`config.mk`:
```
export PLATFORM = sky130hd
export DESIGN_NAME = sensor_regs
export DESIGN_NICKNAME = d
export VERILOG_FILES = /design/src/sensor_regs_pkg.sv /design/src/acq_if.sv /design/src/acq_sequencer.sv /design/src/sensor_regs.sv
export SDC_FILE = /design/constraint.sdc
export NUM_CORES = 1
export LEC_CHECK = 0
export BUFFER_PORTS_ARGS = -buffer_cell sky130_fd_sc_hd__buf_2
export CORE_MARGIN = 10
export CORE_UTILIZATION = 51
export CTS_CLUSTER_SIZE = 25
export DETAILED_ROUTE_END_ITERATION = 6
export GPL_TIMING_DRIVEN = 0
export PLACE_DENSITY_LB_ADDON = 0.25
export SYNTH_ARGS = -nofsm -noshare
export SYNTH_HDL_FRONTEND = slang
export SYNTH_SLANG_ARGS = --single-unit
```
`constraint.sdc`:
```
create_clock -name clk -period 2.8 [get_ports clk]
set_input_delay 0.56 -clock clk [delete_from_list [all_inputs] [get_ports clk]]
set_output_delay 0.56 -clock clk [all_outputs]
set_load 0.01 [all_outputs]
```
`src/sensor_regs_pkg.sv`:
```
// constants of the sensor register bank: pointers, field positions, reset values, conversion timing
package sensor_regs_pkg;

   // ------------------------------------------------------------
   // register pointers
   // ------------------------------------------------------------
   localparam logic [7:0] PTR_TEMP        = 8'h00;
   localparam logic [7:0] PTR_HUM         = 8'h01;
   localparam logic [7:0] PTR_CFG         = 8'h02;
   localparam logic [7:0] PTR_SERIAL_HIGH = 8'hfb;
   localparam logic [7:0] PTR_SERIAL_MID  = 8'hfc;
   localparam logic [7:0] PTR_SERIAL_LOW  = 8'hfd;
   localparam logic [7:0] PTR_MAKER       = 8'hfe;
   localparam logic [7:0] PTR_PART        = 8'hff;
   localparam logic [7:0] PTR_RESET       = 8'h00;

   // ------------------------------------------------------------
   // configuration field positions and reset value
   // ------------------------------------------------------------
   localparam int          CFG_SOFT_RESET = 15;
   localparam int          CFG_HEATER     = 13;
   localparam int          CFG_MODE_BOTH  = 12;
   localparam int          CFG_SUPPLY_LOW = 11;
   localparam int          CFG_TEMP_RESOLUTION_SEL       = 10;
   localparam int          CFG_MOISTURE_RESOLUTION_SEL_HI    = 9;
   localparam int          CFG_MOISTURE_RESOLUTION_SEL_LO    = 8;
   localparam logic [15:0] CFG_RESET      = 16'h1000;

   // ------------------------------------------------------------
   // result and serial layout
   // ------------------------------------------------------------
   localparam int SAMPLE_W     = 14;
   localparam int WORD_W       = 16;
   localparam int SERIAL_W     = 41;
   localparam int SERIAL_LOW_W = 9;

   localparam logic [1:0] MOISTURE_RESOLUTION_SEL_14 = 2'h0;
   localparam logic [1:0] MOISTURE_RESOLUTION_SEL_11 = 2'h1;
   localparam logic [1:0] MOISTURE_RESOLUTION_SEL_8  = 2'h2;

   // ------------------------------------------------------------
   // conversion timing, times in ns, counts in clk cycles
   // ------------------------------------------------------------
   localparam int CLK_PERIOD_NS = 100;
   localparam int CONV_14_NS    = 6400;
   localparam int CONV_11_NS    = 3700;
   localparam int CONV_8_NS     = 2600;
   localparam int CONV_14_CYC   = (CONV_14_NS + CLK_PERIOD_NS - 1) / CLK_PERIOD_NS;
   localparam int CONV_11_CYC   = (CONV_11_NS + CLK_PERIOD_NS - 1) / CLK_PERIOD_NS;
   localparam int CONV_8_CYC    = (CONV_8_NS + CLK_PERIOD_NS - 1) / CLK_PERIOD_NS;
   localparam int CNT_W         = 12;

   typedef enum logic [1:0] {
      SEQ_IDLE = 2'b00,
      SEQ_TEMP = 2'b01,
      SEQ_HUM  = 2'b10
   } seq_state_t;

endpackage : sensor_regs_pkg

```
`src/acq_if.sv`:
```
// link between the register bank and the acquisition sequencer
`timescale 1ns/1ps
interface acq_if;
   logic                                     start;
   logic                                     abort;
   logic                                     start_hum_only;
   logic                                     mode_both;
   logic                                     temp_res_sel;
   logic [1:0]                               moisture_res_sel;
   logic                                     busy;
   logic                                     temp_done;
   logic                                     hum_done;
   logic [sensor_regs_pkg::WORD_W-1:0]       temp_word;
   logic [sensor_regs_pkg::WORD_W-1:0]       hum_word;

   modport regs (output start, abort, start_hum_only, mode_both, temp_res_sel, moisture_res_sel,
                 input busy, temp_done, hum_done, temp_word, hum_word);
   modport seq  (input start, abort, start_hum_only, mode_both, temp_res_sel, moisture_res_sel,
                 output busy, temp_done, hum_done, temp_word, hum_word);
endinterface : acq_if

```
`src/acq_sequencer.sv`:
```
// acquisition sequencer: times conversions and captures left-aligned results
`timescale 1ns/1ps
module acq_sequencer (
   input  wire logic                                   clk,
   input  wire logic                                   sys_rst,
   input  wire logic [sensor_regs_pkg::SAMPLE_W-1:0]   temp_sample,
   input  wire logic [sensor_regs_pkg::SAMPLE_W-1:0]   hum_sample,
   acq_if.seq                                          acq
);

   sensor_regs_pkg::seq_state_t               state;
   logic                                      both_latched;
   logic                                      temp_resolution_sel_latched;
   logic [1:0]                                moisture_resolution_sel_latched;
   logic [sensor_regs_pkg::CNT_W-1:0]         count;
   logic [sensor_regs_pkg::CNT_W-1:0]         temp_load;
   logic [sensor_regs_pkg::CNT_W-1:0]         hum_load;
   logic                                      count_zero;

   // ------------------------------------------------------------
   // conversion length per resolution; only time changes, never width
   // ------------------------------------------------------------
   assign temp_load  = acq.temp_res_sel ? sensor_regs_pkg::CNT_W'(sensor_regs_pkg::CONV_11_CYC - 1)
                                        : sensor_regs_pkg::CNT_W'(sensor_regs_pkg::CONV_14_CYC - 1);
   assign hum_load   = (moisture_resolution_sel_latched == sensor_regs_pkg::MOISTURE_RESOLUTION_SEL_8)  ? sensor_regs_pkg::CNT_W'(sensor_regs_pkg::CONV_8_CYC - 1) :
                       (moisture_resolution_sel_latched == sensor_regs_pkg::MOISTURE_RESOLUTION_SEL_11) ? sensor_regs_pkg::CNT_W'(sensor_regs_pkg::CONV_11_CYC - 1)
                                                                  : sensor_regs_pkg::CNT_W'(sensor_regs_pkg::CONV_14_CYC - 1);
   assign count_zero = (count == '0);

   always_ff @(posedge clk or posedge sys_rst) begin
      if (sys_rst) begin
         state         <= sensor_regs_pkg::SEQ_IDLE;
         both_latched  <= 1'b0;
         temp_resolution_sel_latched  <= 1'b0;
         moisture_resolution_sel_latched  <= 2'h0;
         count         <= '0;
         acq.busy      <= 1'b0;
         acq.temp_done <= 1'b0;
         acq.hum_done  <= 1'b0;
         acq.temp_word <= 16'h0000;
         acq.hum_word  <= 16'h0000;
      end else begin
         acq.temp_done <= 1'b0;
         acq.hum_done  <= 1'b0;
         if (acq.abort) begin
            state    <= sensor_regs_pkg::SEQ_IDLE;
            acq.busy <= 1'b0;
         end else begin
            unique case (state)
               sensor_regs_pkg::SEQ_IDLE: begin
                  if (acq.start) begin
                     both_latched <= acq.mode_both;
                     temp_resolution_sel_latched <= acq.temp_res_sel;
                     moisture_resolution_sel_latched <= acq.moisture_res_sel;
                     acq.busy     <= 1'b1;
                     if (acq.start_hum_only) begin
                        state <= sensor_regs_pkg::SEQ_HUM;
                        count <= (acq.moisture_res_sel == sensor_regs_pkg::MOISTURE_RESOLUTION_SEL_8)
                                 ? sensor_regs_pkg::CNT_W'(sensor_regs_pkg::CONV_8_CYC - 1)
                                 : (acq.moisture_res_sel == sensor_regs_pkg::MOISTURE_RESOLUTION_SEL_11)
                                 ? sensor_regs_pkg::CNT_W'(sensor_regs_pkg::CONV_11_CYC - 1)
                                 : sensor_regs_pkg::CNT_W'(sensor_regs_pkg::CONV_14_CYC - 1);
                     end else begin
                        state <= sensor_regs_pkg::SEQ_TEMP;
                        count <= temp_load;
                     end
                  end
               end
               sensor_regs_pkg::SEQ_TEMP: begin
                  if (count_zero) begin
                     acq.temp_word <= {temp_sample, 2'b00};
                     acq.temp_done <= 1'b1;
                     if (both_latched) begin
                        state <= sensor_regs_pkg::SEQ_HUM;
                        count <= hum_load;
                     end else begin
                        state    <= sensor_regs_pkg::SEQ_IDLE;
                        acq.busy <= 1'b0;
                     end
                  end else begin
                     count <= count - 1'b1;
                  end
               end
               sensor_regs_pkg::SEQ_HUM: begin
                  if (count_zero) begin
                     acq.hum_word <= {hum_sample, 2'b00};
                     acq.hum_done <= 1'b1;
                     state        <= sensor_regs_pkg::SEQ_IDLE;
                     acq.busy     <= 1'b0;
                  end else begin
                     count <= count - 1'b1;
                  end
               end
               default: begin
                  state    <= sensor_regs_pkg::SEQ_IDLE;
                  acq.busy <= 1'b0;
               end
            endcase
         end
      end
   end

   // temp_resolution_sel_latched kept for a future accuracy model; timing uses the live select at start
   logic unused_temp_resolution_sel;
   assign unused_temp_resolution_sel = temp_resolution_sel_latched;

endmodule : acq_sequencer

```
`src/sensor_regs.sv`:
```
// register bank of the humidity and temperature sensor, reached through an 8-bit pointer
// ------------------------------------------------------------
// ------------------------------------------------------------
`timescale 1ns/1ps
module sensor_regs #(
   parameter logic [sensor_regs_pkg::SERIAL_W-1:0] UNIQUE_PART_NUMBER = 41'h0_0123_4567_89, // arbitrary
   parameter logic [15:0]                          MAKER_CODE         = 16'ha5c3,         // arbitrary
   parameter logic [15:0]                          PART_CODE          = 16'h0b17          // arbitrary
) (
   input  wire logic                                 clk,
   input  wire logic                                 sys_rst,
   input  wire logic                                 ptr_wr,
   input  wire logic [7:0]                           ptr_value,
   input  wire logic                                 data_wr,
   input  wire logic [15:0]                          data_in,
   input  wire logic                                 data_rd,
   input  wire logic                                 supply_low,
   input  wire logic [sensor_regs_pkg::SAMPLE_W-1:0] temp_sample,
   input  wire logic [sensor_regs_pkg::SAMPLE_W-1:0] hum_sample,
   output      logic [15:0]                          data_out,
   output      logic                                 ack,
   output      logic                                 nack,
   output      logic                                 heater_on,
   output      logic                                 busy
);

   acq_if acq ();

   logic [7:0]  pointer;
   logic        mode_both;
   logic        temp_res_sel;
   logic [1:0]  moisture_res_sel;
   logic        supply_low_flag;
   logic        temp_fresh;
   logic        hum_fresh;

   // ------------------------------------------------------------
   // address decode
   // ------------------------------------------------------------
   wire is_temp   = (pointer == sensor_regs_pkg::PTR_TEMP);
   wire is_hum    = (pointer == sensor_regs_pkg::PTR_HUM);
   wire is_cfg    = (pointer == sensor_regs_pkg::PTR_CFG);
   wire ptr_known = (ptr_value <= sensor_regs_pkg::PTR_CFG) || (ptr_value >= sensor_regs_pkg::PTR_SERIAL_HIGH);
   wire ptr_meas  = ptr_wr && (ptr_value <= sensor_regs_pkg::PTR_HUM);
   wire cfg_write = data_wr && is_cfg;
   wire soft_rst  = cfg_write && data_in[sensor_regs_pkg::CFG_SOFT_RESET];

   // ------------------------------------------------------------
   // measurement control
   // ------------------------------------------------------------
   // a pointer to a result register while busy only aborts; the host re-triggers afterwards
   wire result_wr = data_wr && (is_temp || is_hum);
   assign acq.abort            = (ptr_meas && acq.busy) || (result_wr && acq.busy) || soft_rst;
   assign acq.start            = ptr_meas && !acq.busy && !soft_rst;
   // the humidity pointer alone triggers a humidity-only run only in single mode; in combined mode it starts both
   assign acq.start_hum_only   = (ptr_value == sensor_regs_pkg::PTR_HUM) && !mode_both;
   assign acq.mode_both        = mode_both;
   assign acq.temp_res_sel     = temp_res_sel;
   assign acq.moisture_res_sel = moisture_res_sel;
   wire start_temp = acq.start && !acq.start_hum_only;
   wire start_hum  = acq.start && (acq.start_hum_only || mode_both);

   acq_sequencer u_seq (
      .clk         (clk),
      .sys_rst     (sys_rst),
      .temp_sample (temp_sample),
      .hum_sample  (hum_sample),
      .acq         (acq)
   );

   // ------------------------------------------------------------
   // readback values
   // ------------------------------------------------------------
   wire [15:0] hum_result   = {acq.hum_word[15:2], 2'b00};
   wire [15:0] temp_result  = {acq.temp_word[15:2], 2'b00};
   wire [15:0] cfg_readback = {1'b0, 1'b0, heater_on, mode_both, supply_low_flag,
                               temp_res_sel, moisture_res_sel, 8'h00};
   wire [15:0] serial_high  = UNIQUE_PART_NUMBER[40:25];
   wire [15:0] serial_mid   = UNIQUE_PART_NUMBER[24:9];
   wire [15:0] serial_low   = {UNIQUE_PART_NUMBER[8:0], 7'h00};

   wire [15:0] read_value = is_temp ? temp_result :
                            is_hum  ? hum_result :
                            is_cfg  ? cfg_readback :
                            (pointer == sensor_regs_pkg::PTR_SERIAL_HIGH) ? serial_high :
                            (pointer == sensor_regs_pkg::PTR_SERIAL_MID)  ? serial_mid :
                            (pointer == sensor_regs_pkg::PTR_SERIAL_LOW)  ? serial_low :
                            (pointer == sensor_regs_pkg::PTR_MAKER)       ? MAKER_CODE :
                            (pointer == sensor_regs_pkg::PTR_PART)        ? PART_CODE : 16'h0000;
   wire read_ok  = (is_temp && temp_fresh) || (is_hum && hum_fresh) || (!is_temp && !is_hum && (pointer
                   <= sensor_regs_pkg::PTR_CFG || pointer >= sensor_regs_pkg::PTR_SERIAL_HIGH));
   wire write_ok = is_cfg;

   wire next_ack  = (ptr_wr && ptr_known) || (data_rd && read_ok) || (data_wr && write_ok);
   wire next_nack = (ptr_wr && !ptr_known) || (data_rd && !read_ok) || (data_wr && !write_ok);

   // ------------------------------------------------------------
   // bus answer
   // ------------------------------------------------------------
   always_ff @(posedge clk or posedge sys_rst) begin
      if (sys_rst) begin
         pointer  <= sensor_regs_pkg::PTR_RESET;
         data_out <= 16'h0000;
         ack      <= 1'b0;
         nack     <= 1'b0;
      end else begin
         ack  <= next_ack;
         nack <= next_nack;
         if (ptr_wr) begin
            pointer <= ptr_value;
         end
         if (data_rd && read_ok) begin
            data_out <= read_value;
         end
      end
   end

   // ------------------------------------------------------------
   // configuration fields
   // ------------------------------------------------------------
   always_ff @(posedge clk or posedge sys_rst) begin
      if (sys_rst) begin
         heater_on        <= sensor_regs_pkg::CFG_RESET[sensor_regs_pkg::CFG_HEATER];
         mode_both        <= sensor_regs_pkg::CFG_RESET[sensor_regs_pkg::CFG_MODE_BOTH];
         temp_res_sel     <= sensor_regs_pkg::CFG_RESET[sensor_regs_pkg::CFG_TEMP_RESOLUTION_SEL];
         moisture_res_sel <= sensor_regs_pkg::CFG_RESET[sensor_regs_pkg::CFG_MOISTURE_RESOLUTION_SEL_HI:sensor_regs_pkg::CFG_MOISTURE_RESOLUTION_SEL_LO];
         supply_low_flag  <= 1'b0;
      end else begin
         supply_low_flag <= supply_low;
         if (soft_rst) begin
            heater_on        <= sensor_regs_pkg::CFG_RESET[sensor_regs_pkg::CFG_HEATER];
            mode_both        <= sensor_regs_pkg::CFG_RESET[sensor_regs_pkg::CFG_MODE_BOTH];
            temp_res_sel     <= sensor_regs_pkg::CFG_RESET[sensor_regs_pkg::CFG_TEMP_RESOLUTION_SEL];
            moisture_res_sel <= sensor_regs_pkg::CFG_RESET[sensor_regs_pkg::CFG_MOISTURE_RESOLUTION_SEL_HI:sensor_regs_pkg::CFG_MOISTURE_RESOLUTION_SEL_LO];
         end else if (cfg_write) begin
            heater_on        <= data_in[sensor_regs_pkg::CFG_HEATER];
            mode_both        <= data_in[sensor_regs_pkg::CFG_MODE_BOTH];
            temp_res_sel     <= data_in[sensor_regs_pkg::CFG_TEMP_RESOLUTION_SEL];
            moisture_res_sel <= data_in[sensor_regs_pkg::CFG_MOISTURE_RESOLUTION_SEL_HI:sensor_regs_pkg::CFG_MOISTURE_RESOLUTION_SEL_LO];
         end
      end
   end

   // ------------------------------------------------------------
   // result freshness: a completed conversion outranks a new trigger
   // ------------------------------------------------------------
   always_ff @(posedge clk or posedge sys_rst) begin
      if (sys_rst) begin
         temp_fresh <= 1'b0;
         hum_fresh  <= 1'b0;
         busy       <= 1'b0;
      end else begin
         busy <= acq.busy;
         if (acq.temp_done) begin
            temp_fresh <= 1'b1;
         end else if (start_temp) begin
            temp_fresh <= 1'b0;
         end
         if (acq.hum_done) begin
            hum_fresh <= 1'b1;
         end else if (start_hum) begin
            hum_fresh <= 1'b0;
         end
      end
   end

   // ------------------------------------------------------------
   // checks
   // ------------------------------------------------------------
   a_hum_low_zero: assert property (@(posedge clk) disable iff (sys_rst)
      data_rd && is_hum && hum_fresh |=> ack && data_out[1:0] == 2'b00)
      else $error("humidity low bits not zero");

   a_hum_read_only: assert property (@(posedge clk) disable iff (sys_rst)
      data_wr && is_hum |=> nack && !ack)
      else $error("humidity register accepted a write");

   a_soft_reset: assert property (@(posedge clk) disable iff (sys_rst)
      soft_rst |=> !heater_on && mode_both && !temp_res_sel && moisture_res_sel == 2'h0 && !acq.busy ##1 !busy)
      else $error("soft reset did not restore fields");

   a_heater_follow: assert property (@(posedge clk) disable iff (sys_rst)
      cfg_write && !soft_rst |=> heater_on == $past(data_in[13]) && temp_res_sel == $past(data_in[10]))
      else $error("heater or resolution did not follow write");

   a_single_stop: assert property (@(posedge clk) disable iff (sys_rst)
      start_temp && !mode_both |=> (acq.busy && !acq.hum_done) [*8])
      else $error("single temperature run touched humidity");

   a_seq_order: assert property (@(posedge clk) disable iff (sys_rst)
      acq.temp_done && !$past(acq.abort) && u_seq.both_latched |-> acq.busy && !hum_fresh)
      else $error("humidity not converted after temperature");

   a_supply_flag: assert property (@(posedge clk) disable iff (sys_rst)
      data_rd && is_cfg |=> data_out[11] == $past(supply_low, 2))
      else $error("supply flag readback wrong");

   a_serial_low: assert property (@(posedge clk) disable iff (sys_rst)
      data_rd && pointer == sensor_regs_pkg::PTR_SERIAL_LOW |=> ack && data_out[6:0] == 7'h00)
      else $error("serial low reserved bits set");

   a_part_code: assert property (@(posedge clk) disable iff (sys_rst)
      data_rd && pointer == sensor_regs_pkg::PTR_PART |=> data_out == PART_CODE && data_out != MAKER_CODE)
      else $error("part code readback wrong");

   a_abort_run: assert property (@(posedge clk) disable iff (sys_rst)
      ptr_meas && acq.busy |=> !acq.busy ##1 !busy)
      else $error("measurement not aborted");

   a_nack_stale: assert property (@(posedge clk) disable iff (sys_rst)
      data_rd && is_hum && !hum_fresh |=> nack && !ack && $stable(data_out))
      else $error("stale humidity read acknowledged");

   a_answer_one: assert property (@(posedge clk) disable iff (sys_rst)
      (ptr_wr || data_wr || data_rd) |=> ack != nack)
      else $error("strobe not answered by exactly one of ack and nack");

   a_serial_high: assert property (@(posedge clk) disable iff (sys_rst)
      data_rd && pointer == sensor_regs_pkg::PTR_SERIAL_HIGH |=> ack && data_out == UNIQUE_PART_NUMBER[40:25])
      else $error("serial high readback wrong");

   a_serial_mid: assert property (@(posedge clk) disable iff (sys_rst)
      data_rd && pointer == sensor_regs_pkg::PTR_SERIAL_MID |=> ack && data_out == UNIQUE_PART_NUMBER[24:9])
      else $error("serial mid readback wrong");

   a_maker_code: assert property (@(posedge clk) disable iff (sys_rst)
      data_rd && pointer == sensor_regs_pkg::PTR_MAKER |=> ack && data_out == MAKER_CODE)
      else $error("maker code readback wrong");

   a_cfg_reserved: assert property (@(posedge clk) disable iff (sys_rst)
      data_rd && is_cfg |=> data_out[15:14] == 2'b00 && data_out[7:0] == 8'h00)
      else $error("config reset or reserved bits read as one");

   a_moisture_resolution_sel_field: assert property (@(posedge clk) disable iff (sys_rst)
      cfg_write && !soft_rst |=> moisture_res_sel == $past(data_in[9:8]) && mode_both == $past(data_in[12]))
      else $error("humidity resolution or mode did not follow write");

   a_hum_capture: assert property (@(posedge clk) disable iff (sys_rst)
      acq.hum_done |-> acq.hum_word == {$past(hum_sample), 2'b00})
      else $error("humidity sample not stored left aligned");

   a_temp_capture: assert property (@(posedge clk) disable iff (sys_rst)
      acq.temp_done |-> acq.temp_word == {$past(temp_sample), 2'b00})
      else $error("temperature sample not stored left aligned");

endmodule : sensor_regs

```
==> metrics.yaml <==
drive_above_1_share: 0.350
clk_path_buf_depth: 2
synth.distinct_cells: 66
viasPerCell: 6.03
firstDrtPassIters: 5
fin_worst_skew_ps: 11.0
die_y_um: 114
finalHoldViolations: 0
synthArstFlopShare: 1.00
sequentialPowerShare: 0.424
syn_to_final_growth_pct: 16.8
final_core_utilization: 0.608
grt_usage: 0.181
cts_tree: "done"
peakVddDrop_uv: 352
maxSlewViolCount: 0
period_needed_ps: 2740
insertion_delay_ps: 360
p_leak_nw: 2.38
ctsHoldBuffers: 0
io_buffers: 67
nFillCells: 761
worstPathArrival_ps: 2990
synth-edff-count: 0
synth_seq_cells: 83
finalNonFillerCells: 620
drt_iter0_markers: 207
clock_sinks: 83
drc: 0
start_util: 0.520
cts_root_buf: "clkbuf_8"
wl_um: 11700
fin_crit_sh: 0.980
netlist_area_um2: 4520
synth_warnings: 0
die-area_um2: 13000
hold_class: "in2async"
gp_congestion: 0.913
cap_violations: 0
slew_headroom: 0.482
wl_per_cell_um: 18.9
finalNetCount: 573
n_antenna_cell: 0
fmax_mhz: 364
crit_fanout: 10
die_w_um: 114
criticalPathCategory: "reg2reg"
p_total_mw: 3.82
dp_hpwl_um: 8800
antenna_left: 0
comb_power_share: 0.339
grt_max_degree: 43
overflow: 0
rows: 34
vias: 3737
antenna_found_initial: 0
core_um2: 8680
syn_nets: 488
clk_pin_slew_ps: 80
htreeDepth: 3
setup_viol: 0
synth_flop_cell: "dfrtp_1"
p_int_mw: 2.48
io_pins: 78
grt_pass1_wl_um: 19300
worstPathRequired_ps: 3050
numCtsBuffers: 9
netlist_instances: 422
start_kind: "flop"
grt_pass1_vias: 3848
outcome: "finished clean"
ys_seq_area_frac: 0.460
tightest_slew_ps: 770
end_kind: "flop"
dp.cells: 598
switchingPower_mw: 1.34
powerDensity_nw_per_um2: 724
syn_avg_cell_area_um2: 10.7
swShare: 0.350
p_clk_frac: 0.238
[final timing paths]
path / start / to / slack [ps] / cells after the start
worst max-delay path: u_seq.count[0] / u_seq.count[5] / 60 / 9
worst min-delay path: sys_rst / pointer[3] / 240 / 2
worst max register to register: u_seq.count[0] / u_seq.count[5] / 60 / 9
worst min register to register: u_seq.acq.temp_done / temp_fresh / 430 / 1
max in group asynchronous: sys_rst / u_seq.acq.hum_word[10] / 1970 / 3
min in group clk: supply_low / supply_low_flag / 310 / 1
[per-layer routing]
layer | GRT usage | vias to the layer above | share of wire
met4 | 0.0668 | 0 | 0.022
met3 | 0.0472 | 24 | 0.074
met1 | 0.239 | 1818 | 0.45
li1 | - | 1750 | -
met2 | 0.278 | 145 | 0.46
met5 | 0 | - | 0
[sequential cells by signal (all words and copies together), names as in the netlist, 2 cells and up]
signal / count
data_out: 16
u_seq.acq.hum_word: 14
u_seq.acq.temp_word: 14
u_seq.count: 12
pointer: 8
acq.moisture_res_sel: 2
u_seq.moisture_resolution_sel_latched: 2
u_seq.state: 2
[layout make-up]
class	count	area, um2	area share
Clock inverter	6	71.3	0.0135
Timing Repair Buffer	74	398	0.0754
Tap cell	108	135	0.0256
Inverter	22	85.1	0.0161
Clock buffer	10	138	0.0261
Sequential cell	83	2080	0.394
Buffer	19	121	0.0230
Multi-Input combinational cell	298	2250	0.426
[what timing repair did]
| item | CTS | global route |
|---|---|---|
| cloned | 0 | 0 |
| endpoints found under the setup margin | 27 | 19 |
| resized for setup | 2 | 1 |
| pin swaps | 1 | 2 |
| buffers inserted | 0 | 5 |
[metrics by stage]
step                      setup slack [ps]  TNS [ps]  cell area, um2  hold WS, ps
after floorplan                        105         0            4520          404
after global placement                -865    -74370            4990          412
final                                 56.1         0            5280          235
after detailed placement              -322     -4260            5010          425
after CTS                             57.3         0            5230          260
after global routing                 -9.70     -9.70            5280          279
[synth_stat cells (4+ instances only)]
cell / n / area (um2)
or2_2: 5 / 31.3
a31oi_1: 7 / 43.8
a211oi_1: 4 / 30.0
o21ai_0: 25 / 125
a22o_1: 4 / 35.0
inv_1: 22 / 82.6
nor3_1: 14 / 70.1
nor2_1: 26 / 97.6
buf_2: 4 / 20.0
a221o_1: 4 / 40.0
nand3_1: 16 / 80.1
nand2_1: 22 / 82.6
clkbuf_1: 8 / 30.0
nand3b_1: 4 / 30.0
buf_6: 4 / 45.0
mux2i_1: 5 / 50.1
mux2_2: 50 / 563
a22oi_1: 6 / 45.0
dfrtp_1: 82 / 2050
ha_1: 8 / 100
and3_1: 8 / 50.1
a21oi_1: 21 / 105
[cell families (layout without fill, tap and decap cells)]
family	after synthesis	count (layout)	share of synthesized area
muxes	55	55	0.136
xor gates and xnor gates	1	1	0.00194
AOI/OAI and AO/OA	106	106	0.167
and+or+nand+nor	128	128	0.167
DFF	83	83	0.460
adders and majority gates	8	8	0.0222
buffers and inverters	41	131	0.0452
[power by group through the flow]
stage	sequential (mW)	clock, mW	combinational [mW]
floorplan	1.60	0	0.965
global placement	1.63	0	1.21
detailed placement	1.64	0	1.25
CTS	1.62	0.924	1.27
global route	1.65	0.982	1.43
finish	1.62	0.908	1.29
[cells in the final DEF, fill, tap and decap left out, types with 4 or more instances in the layout]
cell	count
buf_4	6
and3_1	8
a22o_1	4
a31oi_1	7
nand2_1	22
a22oi_1	5
or2_2	5
ha_1	7
nor3_1	14
inv_1	21
buf_2	71
a21oi_1	21
mux2i_1	5
mux2_2	50
dfrtp_1	82
nand3b_1	4
buf_6	4
a211oi_1	4
nand3_1	16
clkbuf_1	8
nor2_1	26
a221o_1	4
o21ai_0	25
clkbuf_8	10
[critical path: stages, from the launching register on]
cell      delay, ps
dfrtp_1         400
inv_1            90
ha_2            210
or4b_4          540
or4_1           540
buf_2           190
o22ai_4         210
buf_6           170
a311oi_1         60
a22o_1          230
(Power assumes the default switching activity.)
